## src/logic/modem_bus_pkg.sv

```systemverilog
// package: constants and carrier types for the modem host bus interface
package modem_bus_pkg;
    // address field of the muxed lines, bits 4..1
    localparam int ADDR_LSB      = 1;
    localparam int ADDR_MSB      = 4;
    localparam int ADDR_W        = 4;
    localparam int CTRL_BIT      = 3;
    // control register indexes; only TONE bit 1 reads back
    localparam logic [3:0] ADDR_TXCR  = 4'h8;
    localparam logic [3:0] ADDR_MCRA  = 4'h9;
    localparam logic [3:0] ADDR_MCRB  = 4'hA;
    localparam logic [3:0] ADDR_TONE  = 4'hB;
    localparam logic [3:0] ADDR_PGCR  = 4'hC;
    localparam logic [3:0] ADDR_DATA  = 4'hD;
    localparam logic [3:0] ADDR_AUDIO = 4'hE;
    // read registers
    localparam logic [3:0] ADDR_Q1     = 4'h0;
    localparam logic [3:0] ADDR_I1     = 4'h1;
    localparam logic [3:0] ADDR_Q2     = 4'h2;
    localparam logic [3:0] ADDR_I2     = 4'h3;
    localparam logic [3:0] ADDR_STATUS = 4'h4;
    localparam logic [7:0] REG_RESET   = 8'h00;
    localparam logic [7:0] OE_NONE     = 8'h00;
    localparam logic [7:0] OE_ALL      = 8'hFF;
    // idle level of each synchronised pin, in synchroniser bit order
    localparam logic [16:0] PIN_IDLE   = 17'h16005;
    // TXCR, TONE and AUDIO register fields
    localparam int TXCR_BR0      = 0;
    localparam int TXCR_SYNC_BIT = 4;
    localparam int TXCR_V23      = 7;
    localparam int TXSEL_LSB     = 3;
    localparam int TONE_RW_BIT   = 1;
    localparam int AUDIO_ALC_LSB = 0;
    // timing
    localparam int  CLK_HZ       = 200_000_000;
    localparam real INT_PULSE_US = 13.0;
    localparam int  INT_CYCLES   = int'(INT_PULSE_US * 200.0);
    localparam int  TXCLK_1200_HZ = 1200;
    localparam int  TXCLK_2400_HZ = 2400;
    localparam int  HALF_1200    = CLK_HZ / (2 * TXCLK_1200_HZ);
    localparam int  HALF_2400    = CLK_HZ / (2 * TXCLK_2400_HZ);
    localparam int  CNT_W        = 17;

    typedef struct packed {
        logic       cs_n;
        logic       ale;
        logic       wr_n;
        logic       rd_n;
        logic [7:0] ad;
    } bus_pins_s;

    typedef struct packed {
        logic [7:0] q1;
        logic [7:0] i1;
        logic [7:0] q2;
        logic [7:0] i2;
        logic [7:0] status;
    } samples_s;

    typedef enum logic [2:0] {
        TXSRC_SERIAL  = 3'b001,
        TXSRC_SPECIAL = 3'b010,
        TXSRC_IDLE    = 3'b100
    } txsrc_e;
endpackage : modem_bus_pkg

```

## src/logic/modem_host_bus_interface.sv

```systemverilog
// modem host bus interface: muxed register port, int pulse, sync clocks
`timescale 1ns/100ps
module modem_host_bus_interface (
    input  wire logic                    CLK_SYS,
    input  wire logic                    RST_N,
    input  wire modem_bus_pkg::bus_pins_s BUS_IN,
    output logic [7:0]                   AD_OUT,
    output logic [7:0]                   AD_OE,
    input  wire modem_bus_pkg::samples_s SAMPLES,
    input  wire logic                    CONV_DONE,
    input  wire logic                    RX_PLL_CLK,
    input  wire logic                    RX_DATA_IN,
    input  wire logic                    EXTERNAL_TRANSMIT_CLOCK,
    input  wire logic                    SERIAL_TXD,
    input  wire logic                    CONTROLLER_SPECIAL_TX_OUT,
    output logic                         INTERRUPT,
    output logic                         RECOVERED_RECEIVE_CLOCK,
    output logic                         RX_DATA_OUT,
    output logic                         INTERNAL_TRANSMIT_CLOCK,
    output logic                         TX_BIT,
    output logic                         TX_BIT_VALID,
    output logic [1:0]                   AUDIO_ATTEN,
    output logic [7:0]                   TXCR_OUT
);
    import modem_bus_pkg::*;

    // ------------------------------------------------------------
    // pin synchronisers
    // ------------------------------------------------------------
    localparam int NSYNC = 17;
    logic [NSYNC-1:0] pins_raw;
    logic [NSYNC-1:0] meta_reg;
    logic [NSYNC-1:0] sync_reg;
    logic [NSYNC-1:0] prev_reg;
    assign pins_raw = {BUS_IN.cs_n, BUS_IN.ale, BUS_IN.wr_n, BUS_IN.rd_n,
                       BUS_IN.ad, CONV_DONE, RX_PLL_CLK, RX_DATA_IN,
                       EXTERNAL_TRANSMIT_CLOCK, SERIAL_TXD};

    always_ff @(posedge CLK_SYS or negedge RST_N) begin
        if (!RST_N) begin
            // idle levels, so no edge detector sees a false edge at release
            meta_reg <= PIN_IDLE;
            sync_reg <= PIN_IDLE;
            prev_reg <= PIN_IDLE;
        end else begin
            meta_reg <= pins_raw;
            sync_reg <= meta_reg;
            prev_reg <= sync_reg;
        end
    end

    logic       cs_n_s, ale_s, wr_n_s, rd_n_s, conv_s, rxclk_s, rxd_s;
    logic       extclk_s, txd_s, ale_prev, wr_prev, conv_prev, extclk_prev;
    logic [7:0] ad_s;
    assign {cs_n_s, ale_s, wr_n_s, rd_n_s, ad_s, conv_s, rxclk_s, rxd_s,
            extclk_s, txd_s} = sync_reg;
    assign ale_prev    = prev_reg[15];
    assign wr_prev     = prev_reg[14];
    assign conv_prev   = prev_reg[4];
    assign extclk_prev = prev_reg[1];

    logic ale_fall, wr_rise, conv_rise, extclk_rise;
    assign ale_fall    = ale_prev && !ale_s && !cs_n_s;
    assign wr_rise     = !wr_prev && wr_n_s && !prev_reg[16];
    assign conv_rise   = conv_s && !conv_prev;
    assign extclk_rise = extclk_s && !extclk_prev;

    // ------------------------------------------------------------
    // address latch
    // ------------------------------------------------------------
    logic [ADDR_W-1:0] addr_reg;
    always_ff @(posedge CLK_SYS or negedge RST_N) begin
        if (!RST_N) begin
            addr_reg <= '0;
        end else if (ale_fall) begin
            addr_reg <= ad_s[ADDR_MSB:ADDR_LSB];
        end
    end

    // ------------------------------------------------------------
    // control registers
    // ------------------------------------------------------------
    // address F has no storage, so its writes fall away
    logic [7:0] ctrl_reg [0:6];
    genvar gi;
    generate
        for (gi = 0; gi < 7; gi++) begin : g_ctrl
            always_ff @(posedge CLK_SYS or negedge RST_N) begin
                if (!RST_N) begin
                    ctrl_reg[gi] <= REG_RESET;
                end else if (wr_rise && addr_reg[CTRL_BIT]
                             && addr_reg[2:0] == 3'(gi)) begin
                    ctrl_reg[gi] <= ad_s;
                end
            end
        end
    endgenerate

    logic [7:0] txcr, tone;
    assign txcr = ctrl_reg[ADDR_TXCR[2:0]];
    assign tone = ctrl_reg[ADDR_TONE[2:0]];

    // ------------------------------------------------------------
    // read path
    // ------------------------------------------------------------
    logic [7:0] rd_data_next, rd_oe_next, ad_out_reg, ad_oe_reg;
    always_comb begin
        rd_data_next = 8'h00;
        rd_oe_next   = OE_ALL;
        case (addr_reg)
            ADDR_Q1:     rd_data_next = SAMPLES.q1;
            ADDR_I1:     rd_data_next = SAMPLES.i1;
            ADDR_Q2:     rd_data_next = SAMPLES.q2;
            ADDR_I2:     rd_data_next = SAMPLES.i2;
            ADDR_STATUS: rd_data_next = SAMPLES.status;
            ADDR_TONE: begin
                rd_data_next = tone & 8'h02;
                rd_oe_next   = 8'h02;
            end
            default:     rd_oe_next = OE_NONE;
        endcase
    end

    always_ff @(posedge CLK_SYS or negedge RST_N) begin
        if (!RST_N) begin
            ad_out_reg <= 8'h00;
            ad_oe_reg  <= OE_NONE;
        end else if (!cs_n_s && !rd_n_s) begin
            ad_out_reg <= rd_data_next;
            ad_oe_reg  <= rd_oe_next;
        end else begin
            ad_oe_reg  <= OE_NONE;
        end
    end
    assign AD_OUT = ad_out_reg;
    assign AD_OE  = ad_oe_reg;

    // ------------------------------------------------------------
    // interrupt pulse
    // ------------------------------------------------------------
    logic [CNT_W-1:0] int_cnt_reg;
    logic             int_reg;
    always_ff @(posedge CLK_SYS or negedge RST_N) begin
        if (!RST_N) begin
            int_cnt_reg <= '0;
            int_reg     <= 1'b0;
        end else if (conv_rise) begin
            int_cnt_reg <= CNT_W'(INT_CYCLES - 1);
            int_reg     <= 1'b1;
        end else if (int_cnt_reg != '0) begin
            int_cnt_reg <= int_cnt_reg - 1'b1;
        end else begin
            int_reg <= 1'b0;
        end
    end
    assign INTERRUPT = int_reg;

    // ------------------------------------------------------------
    // synchronous serial path
    // ------------------------------------------------------------
    logic sync_mode;
    assign sync_mode = txcr[TXCR_SYNC_BIT];

    logic rxclk_reg, rxd_reg;
    always_ff @(posedge CLK_SYS or negedge RST_N) begin
        if (!RST_N) begin
            rxclk_reg <= 1'b0;
            rxd_reg   <= 1'b1;
        end else begin
            // clock out only in sync mode
            rxclk_reg <= sync_mode & rxclk_s;
            rxd_reg   <= rxd_s;
        end
    end
    assign RECOVERED_RECEIVE_CLOCK = rxclk_reg;
    assign RX_DATA_OUT             = rxd_reg;

    // BR0 set selects 2400, clear selects 1200: divider error is well under 0.01 percent
    logic [CNT_W-1:0] div_reg;
    logic             txclk_reg;
    logic [CNT_W-1:0] half;
    assign half = txcr[TXCR_BR0] ? CNT_W'(HALF_2400) : CNT_W'(HALF_1200);
    always_ff @(posedge CLK_SYS or negedge RST_N) begin
        if (!RST_N) begin
            div_reg   <= '0;
            txclk_reg <= 1'b0;
        end else if (!sync_mode) begin
            div_reg   <= '0;
            txclk_reg <= 1'b0;
        end else if (div_reg >= half - 1'b1) begin
            div_reg   <= '0;
            txclk_reg <= ~txclk_reg;
        end else begin
            div_reg <= div_reg + 1'b1;
        end
    end
    assign INTERNAL_TRANSMIT_CLOCK = txclk_reg;

    txsrc_e txsrc;
    always_comb begin
        if (txcr[TXCR_V23])
            txsrc = TXSRC_SPECIAL;
        else
            txsrc = TXSRC_SERIAL;
    end

    logic spec_m_reg, spec_s_reg, tx_bit_reg, tx_valid_reg, tx_src_bit;
    always_ff @(posedge CLK_SYS or negedge RST_N) begin
        if (!RST_N) begin
            spec_m_reg <= 1'b1;
            spec_s_reg <= 1'b1;
        end else begin
            spec_m_reg <= CONTROLLER_SPECIAL_TX_OUT;
            spec_s_reg <= spec_m_reg;
        end
    end

    always_comb begin
        case (txsrc)
            TXSRC_SERIAL:  tx_src_bit = txd_s;
            TXSRC_SPECIAL: tx_src_bit = spec_s_reg;
            default:       tx_src_bit = 1'b1;
        endcase
    end

    always_ff @(posedge CLK_SYS or negedge RST_N) begin
        if (!RST_N) begin
            tx_bit_reg   <= 1'b1;
            tx_valid_reg <= 1'b0;
        end else if (sync_mode && extclk_rise) begin
            tx_bit_reg   <= tx_src_bit;
            tx_valid_reg <= 1'b1;
        end else if (!sync_mode) begin
            tx_bit_reg   <= tx_src_bit;
            tx_valid_reg <= 1'b0;
        end else begin
            tx_valid_reg <= 1'b0;
        end
    end
    assign TX_BIT       = tx_bit_reg;
    assign TX_BIT_VALID = tx_valid_reg;

    logic [1:0] audio_reg;
    logic [7:0] txcr_reg;
    always_ff @(posedge CLK_SYS or negedge RST_N) begin
        if (!RST_N) begin
            audio_reg <= 2'h0;
            txcr_reg  <= REG_RESET;
        end else begin
            audio_reg <= ctrl_reg[ADDR_AUDIO[2:0]][AUDIO_ALC_LSB +: 2];
            txcr_reg  <= txcr;
        end
    end
    assign AUDIO_ATTEN = audio_reg;
    assign TXCR_OUT    = txcr_reg;
endmodule : modem_host_bus_interface

```

## config.mk

```make
export PLATFORM = sky130hd
export DESIGN_NAME = modem_host_bus_interface
export DESIGN_NICKNAME = d
export VERILOG_FILES = /design/src/logic/modem_bus_pkg.sv /design/src/logic/modem_host_bus_interface.sv
export SDC_FILE = /design/constraint.sdc
export NUM_CORES = 1
export LEC_CHECK = 0
export BUFFER_PORTS_ARGS = -buffer_cell sky130_fd_sc_hd__buf_2
export CAP_MARGIN = 30
export CORE_MARGIN = 5
export CORE_UTILIZATION = 40
export CTS_BUF_LIST = sky130_fd_sc_hd__clkbuf_8
export DETAILED_ROUTE_END_ITERATION = 10
export SLEW_MARGIN = 20
export SYNTH_ARGS = -nofsm -noshare
export SYNTH_HDL_FRONTEND = slang
export SYNTH_SLANG_ARGS = --single-unit
```

## constraint.sdc

```tcl
create_clock -name CLK_SYS -period 4.7 [get_ports CLK_SYS]
set_clock_uncertainty 0.05 [all_clocks]
set_input_delay 0.94 -clock CLK_SYS [delete_from_list [all_inputs] [get_ports CLK_SYS]]
set_output_delay 0.94 -clock CLK_SYS [all_outputs]
set_load 0.005 [all_outputs]
```

* Yosys cells after proc, flatten, opt, wreduce, memory -nomap -nowiden
Index checks and enable logic that the tools add are counted.
** Cells by class
- Add/sub/neg operators :: 3
- Order comparisons :: 1
- Eq/ne operators :: 12
- Multiplexer cells :: 17
- Bitwise logic cells :: 2
- Reduce and logical (&&, ||, !) cells :: 24
** Operators by type and width (number)
- $mux W17 :: 5
- $pmux W8 S6 :: 1
- $sub A17 B1 Y17 const B :: 2
- $add A17 B1 Y17 const B :: 1
- $ge A17 B17 Y1 :: 1
- $reduce_bool A17 Y1 :: 1
- $pmux W8 S2 :: 1
- $logic_and A1 B1 Y1 :: 12
- $eq A4 B2 Y1 const B :: 2
- $mux W8 :: 1
- $logic_not A1 Y1 :: 7
- $mux W1 :: 7
- $reduce_or A5 Y1 :: 1
- $eq A4 B1 Y1 const B :: 1
- $eq A4 B3 Y1 const B :: 1
- $eq A4 B4 Y1 const B :: 1
- $logic_not A4 Y1 :: 1
- $ne A2 B1 Y1 const B :: 2
- $eq A3 B2 Y1 const B :: 1
- $eq A3 B3 Y1 const B :: 1
- $logic_not A3 Y1 :: 1
- $eq A2 B1 Y1 const B :: 1
- $eq A2 B2 Y1 const B :: 1
- $mux W2 :: 1
- 5 further kinds :: 5
** Word-level totals
- Register bits after elaboration :: 135
- Input bits :: 60
- Output and inout port bits :: 32
- Word-level logic and storage cells :: 80

* Logic depth before layout (Yosys ltp)
- Depth in word-level cells :: 5
- Gate-level depth with buffers :: 9
- Gate-level depth less buffers :: 7

* Least setup slack after synthesis
No wires, ideal clock.
- Kind :: reg2reg
- From :: reg ctrl_reg, in the netlist txcr[0]
- To :: reg txclk_reg (netlist: INTERNAL_TRANSMIT_CLOCK)
- Library setup time :: 0.125 ns
- Data arrival time :: 1.896 ns
- Data required time :: 4.525 ns
- Setup slack :: 2.628 ns
- Cell stages (with the launch flop) :: 9
- Buffers on the path :: 1
- Period minus slack after synthesis :: 2.072 ns
- Cell sequence :: dfrtp_1 inv_1 ha_1 a21o_1 nand3_1 o2111ai_1 a211o_1 buf_2 mux2_4
** Between the ends
- Word-level cells in the longest chain between the ends :: 4
** RTL lines
- start: declaration :: RTL line modem_host_bus_interface.sv:84 : logic [7:0] ctrl_reg [0:6];
- start signal: indexed assignment :: RTL line modem_host_bus_interface.sv:93 : ctrl_reg[gi] <= ad_s;
- $mux W17 :: RTL line modem_host_bus_interface.sv:182 : assign half = txcr[TXCR_BR0] ? CNT_W'(HALF_2400) : CNT_W'(HALF_1200);
- $sub A17 B1 Y17 :: RTL line modem_host_bus_interface.sv:190 : end else if (div_reg >= half - 1'b1) begin
- $ge A17 B17 Y1 :: RTL line modem_host_bus_interface.sv:190
- $ne A2 B1 Y1 (no source line)
- end signal: assignment :: RTL line modem_host_bus_interface.sv:192 : txclk_reg <= ~txclk_reg;
- end: declaration :: RTL line modem_host_bus_interface.sv:180 : logic txclk_reg;
No other way between the ends.
A chain may end at the register's enable or synchronous reset.

* Worst setup path in the final report
Same ends and word-level chain as after synthesis.

==> PnR_summary.wiki <==
{| class="wikitable"
! Metric !! Value
|-
| Run status || completed
|-
| Final net count || 564
|-
| Largest driver fanout on the critical path || 18
|-
| Total wirelength of the detailed-routed design || between 9000 and 10000 µm
|-
| Aggregate negative setup slack || 0 ns
|-
| Worst-margin pin slew || 0.8192 ns
|-
| Number of antenna violations at the first check in global routing || 0
|-
| Share of async-settable or async-resettable flops after synthesis || 100.0%
|-
| Setup repair after global routing missed its margin || no
|-
| Initial standard-cell utilization of the core || between 40% and 50%
|-
| Multi-input gate area || roughly 1800 µm²
|-
| Post-Place Cell Area || 5380 µm²
|-
| Standard-cell row count || 40
|-
| Min cycle time layout || about 2.6 ns
|-
| First-pass DRT Iterations || 4
|-
| Fraction of layout cells with a size suffix above 1 || approximately a third
|-
| Clock latency on the worst-skew pair || roughly 0.42 ns
|-
| DR iter-0 viols || ~170
|-
| Global Route Usage Sum || roughly 14%
|-
| Number of CTS-inserted buffers || 17
|-
| Fill cell total of the finished layout || 1076
|-
| Fin cells || approximately 650
|-
| Number of flops mapped to enable cells by yosys || 0
|-
| Horiz. Die Dim || roughly 120 µm
|-
| CTS H-tree lvls || 4
|-
| Summed area of non-filler cells in the final layout || 5867 µm²
|-
| Final Max Tran Viols || 0
|-
| Via count || around 3300
|-
| Synth warn || 0
|-
| Residual overflow from global routing || 0
|-
| Dominant register cell in the synthesized netlist || sky130_fd_sc_hd__dfrtp_1
|-
| CP max stage cell || sky130_fd_sc_hd__a211o_1
|-
| FF+latch area || a little under 3000 µm²
|-
| # clock sinks || 116
|-
| Die Y-Extent || ~120 µm
|-
| Post-route DRC violation count || 0
|-
| Post-synth design cell area || 4816 µm²
|-
| Port-buffer cells || between 90 and 100
|-
| CTS tree || done
|-
| Worst min path class || reg2reg
|-
| Final hold viol count || 0
|-
| F_max || ~380 MHz
|-
| Critical Path Sink Type || flop
|-
| Sequential area share after synthesis || between 60% and 70%
|-
| Setup Viol. Count Final || 0
|-
| Synth-to-Final Area Change || 21.82%
|-
| Critical path data arrival time || about 2.9 ns
|-
| Leak Pwr || between 2 and 3 nW
|-
| Number of placed instances with taps included || 620
|-
| Number of max-capacitance violations reported || 0
|-
| Highest cell delay on the worst timing path || approximately 0.57 ns
|-
| Wire per inst || about 15 µm
|-
| Core Box Area || approximately 12000 µm²
|-
| Worst supply voltage drop on vdd || about 0.28 mV
|-
| Post-CTS Resized || 0
|-
| Via count normalized by instance count || 5.066
|-
| Pin count of the biggest net entering global routing || 55
|-
| Critical path class || reg2reg
|-
| Setup crit start kind || flop
|-
| Global-route wire length before repair || approximately 16000 µm
|-
| Top-Level Pins || roughly 90
|-
| CP cell instances || inv_1 > ha_1 > nand4_1 > nor4_1 > a211o_1 > mux2_4
|-
| Net Count, Synth || 470
|-
| DP Wirelength || 6815 µm
|-
| Post-synthesis cell count || about 400
|-
| Post-CTS repair timing setup buffer count || 0
|-
| Number of synthesized register bits || ~120
|-
| Maximum count of clock buffers along a single path || 2
|-
| Number of inserted diodes || 0
|-
| Final weighted congestion in routability-driven placement || 0.9001
|-
| Hold-fix buffers, CTS || 0
|-
| Vias in the first global route || between 3000 and 4000
|-
| Fin crit share || a little under three fifths
|-
| Max-slew headroom at the worst pin || 45.09%
|-
| Required arrival time at the worst endpoint || a little under 5 ns
|-
| Final antenna-violating net count || 0
|-
| Power per cell area || ~460 nW/µm²
|-
| CTS root buffer || sky130_fd_sc_hd__clkbuf_8
|-
| Per-instance average area after synthesis || roughly 12 µm²
|-
| Number of distinct standard cells referenced by the synthesized netlist || between 50 and 60
|-
| Die ar. || ~14000 µm²
|-
| Final hold slack || ~0.30 ns
|-
| Clock-pin slew reported for the worst setup and hold paths after clock tree synthesis || ~0.070 ns
|}
-- final timing paths --
kind,from,end,slack (ns),depth (start not counted)
setup / recovery,txcr[0],INTERNAL_TRANSMIT_CLOCK,2.10,6
hold / removal,meta_reg[3],sync_reg[3],0.30,0
setup reg to reg,txcr[0],INTERNAL_TRANSMIT_CLOCK,2.10,6
hold reg to reg,meta_reg[3],sync_reg[3],0.30,0
max in group asynchronous,RST_N,sync_reg[16],3.16,2
min in group asynchronous,RST_N,meta_reg[1],0.50,1
-- layout by cell type (no fill, tap or decap), drive strengths merged, types with 4 or more instances in the layout --
cell type  instances
dfrtp            100
buf               93
nor2              44
mux2              18
nand2             17
clkbuf            17
dfstp             16
a21oi             13
xor2              13
xnor2             12
ha                12
inv               12
nand3             11
a22oi             11
nor3               9
o21ai              8
a22o               8
and3               7
nand2b             6
nor2b              6
bufinv             6
or2                5
nor4               5
nand4              4
mux2i              4
o22ai              4
clkinv             4
or4                4
-- layer usage --
| metal | GRT usage, % | vias to the layer above | wire length (µm) |
|---|---|---|---|
| li1 | - | 1602 | - |
| met1 | 18.65 | 1592 | 4561 |
| met2 | 21.79 | 97 | 4435 |
| met3 | 5.372 | 12 | 597 |
| met4 | 5.082 | 0 | 110 |
| met5 | 0 | - | 0 |
-- metrics by stage --
step / power [mW] / util [%] / setup slack, ns
floorplan: 1.481 / - / 2.628
global placement: 1.626 / 45.17 / 2.268
detailed placement: 1.643 / 45.17 / 2.116
CTS: 2.766 / 49.25 / 2.109
global route: 2.877 / 49.25 / 1.922
finish: 2.725 / 49.25 / 2.095
-- area by class of cell --
type	instances	share of cell area [%]
clock inverter	15	4.308
sequential	116	49.82
timing repair buffer	93	8.061
multi-input combinational	255	30.11
tap	147	3.135
clock buffer	17	3.988
inverter	9	0.5758
-- cell families (layout without fill, tap and decap cells) --
| kind of cell | Yosys count | count (layout) | share of synthesized area, % |
|---|---|---|---|
| adders and majority gates | 12 | 12 | 3.118 |
| AOI/OAI and AO/OA | 63 | 63 | 9.145 |
| xor gates and xnor gates | 25 | 25 | 4.547 |
| DFF | 116 | 116 | 60.69 |
| buffers and inverters | 27 | 134 | 2.624 |
| and+or+nand+nor | 133 | 133 | 14.76 |
| muxes | 22 | 22 | 5.118 |
-- worst max-delay path, delay by kind of cell (launching register included) --
| kind | cells | cell delay (ns) |
|---|---|---|
| adder cells (fa/ha/maj) | 1 | 0.33 |
| buffers and inverters | 1 | 0.17 |
| flip-flops | 1 | 0.52 |
| AO/OA/AOI/OAI | 1 | 0.57 |
| AND/OR/NAND/NOR | 2 | 0.50 |
| multiplexers | 1 | 0.35 |
-- report_power, final --
part,switching [mW],internal [mW]
Sequential,0.105,1.13
Clock,0.417,0.691
Combinational,0.192,0.193
-- synth_stat cells (3+ instances only) --
cell,count,area share (%)
sky130_fd_sc_hd__and3_1,7,0.91
sky130_fd_sc_hd__o21ai_0,8,0.83
sky130_fd_sc_hd__a21oi_1,13,1.4
sky130_fd_sc_hd__nor2b_1,6,0.78
sky130_fd_sc_hd__dfrtp_1,100,52
sky130_fd_sc_hd__nor3b_1,3,0.47
sky130_fd_sc_hd__buf_1,3,0.23
sky130_fd_sc_hd__inv_1,9,0.70
sky130_fd_sc_hd__mux2i_1,4,0.83
sky130_fd_sc_hd__dfstp_2,16,8.7
sky130_fd_sc_hd__a22o_1,8,1.5
sky130_fd_sc_hd__o22ai_1,4,0.52
sky130_fd_sc_hd__nand3_1,11,1.1
sky130_fd_sc_hd__clkbuf_1,7,0.55
sky130_fd_sc_hd__nor4_1,4,0.52
sky130_fd_sc_hd__ha_1,12,3.1
sky130_fd_sc_hd__nor2_1,44,3.4
sky130_fd_sc_hd__xnor2_1,12,2.2
sky130_fd_sc_hd__xor2_1,13,2.4
sky130_fd_sc_hd__mux2_2,17,4.0
sky130_fd_sc_hd__nor3_1,8,0.83
sky130_fd_sc_hd__nand2b_1,6,0.78
sky130_fd_sc_hd__or2_2,5,0.65
sky130_fd_sc_hd__a22oi_1,11,1.7
sky130_fd_sc_hd__nand2_1,17,1.3
sky130_fd_sc_hd__nand4_1,4,0.52
sky130_fd_sc_hd__buf_4,6,0.94
sky130_fd_sc_hd__o32ai_1,3,0.55
Note: power is estimated with default switching activity, not from simulation.
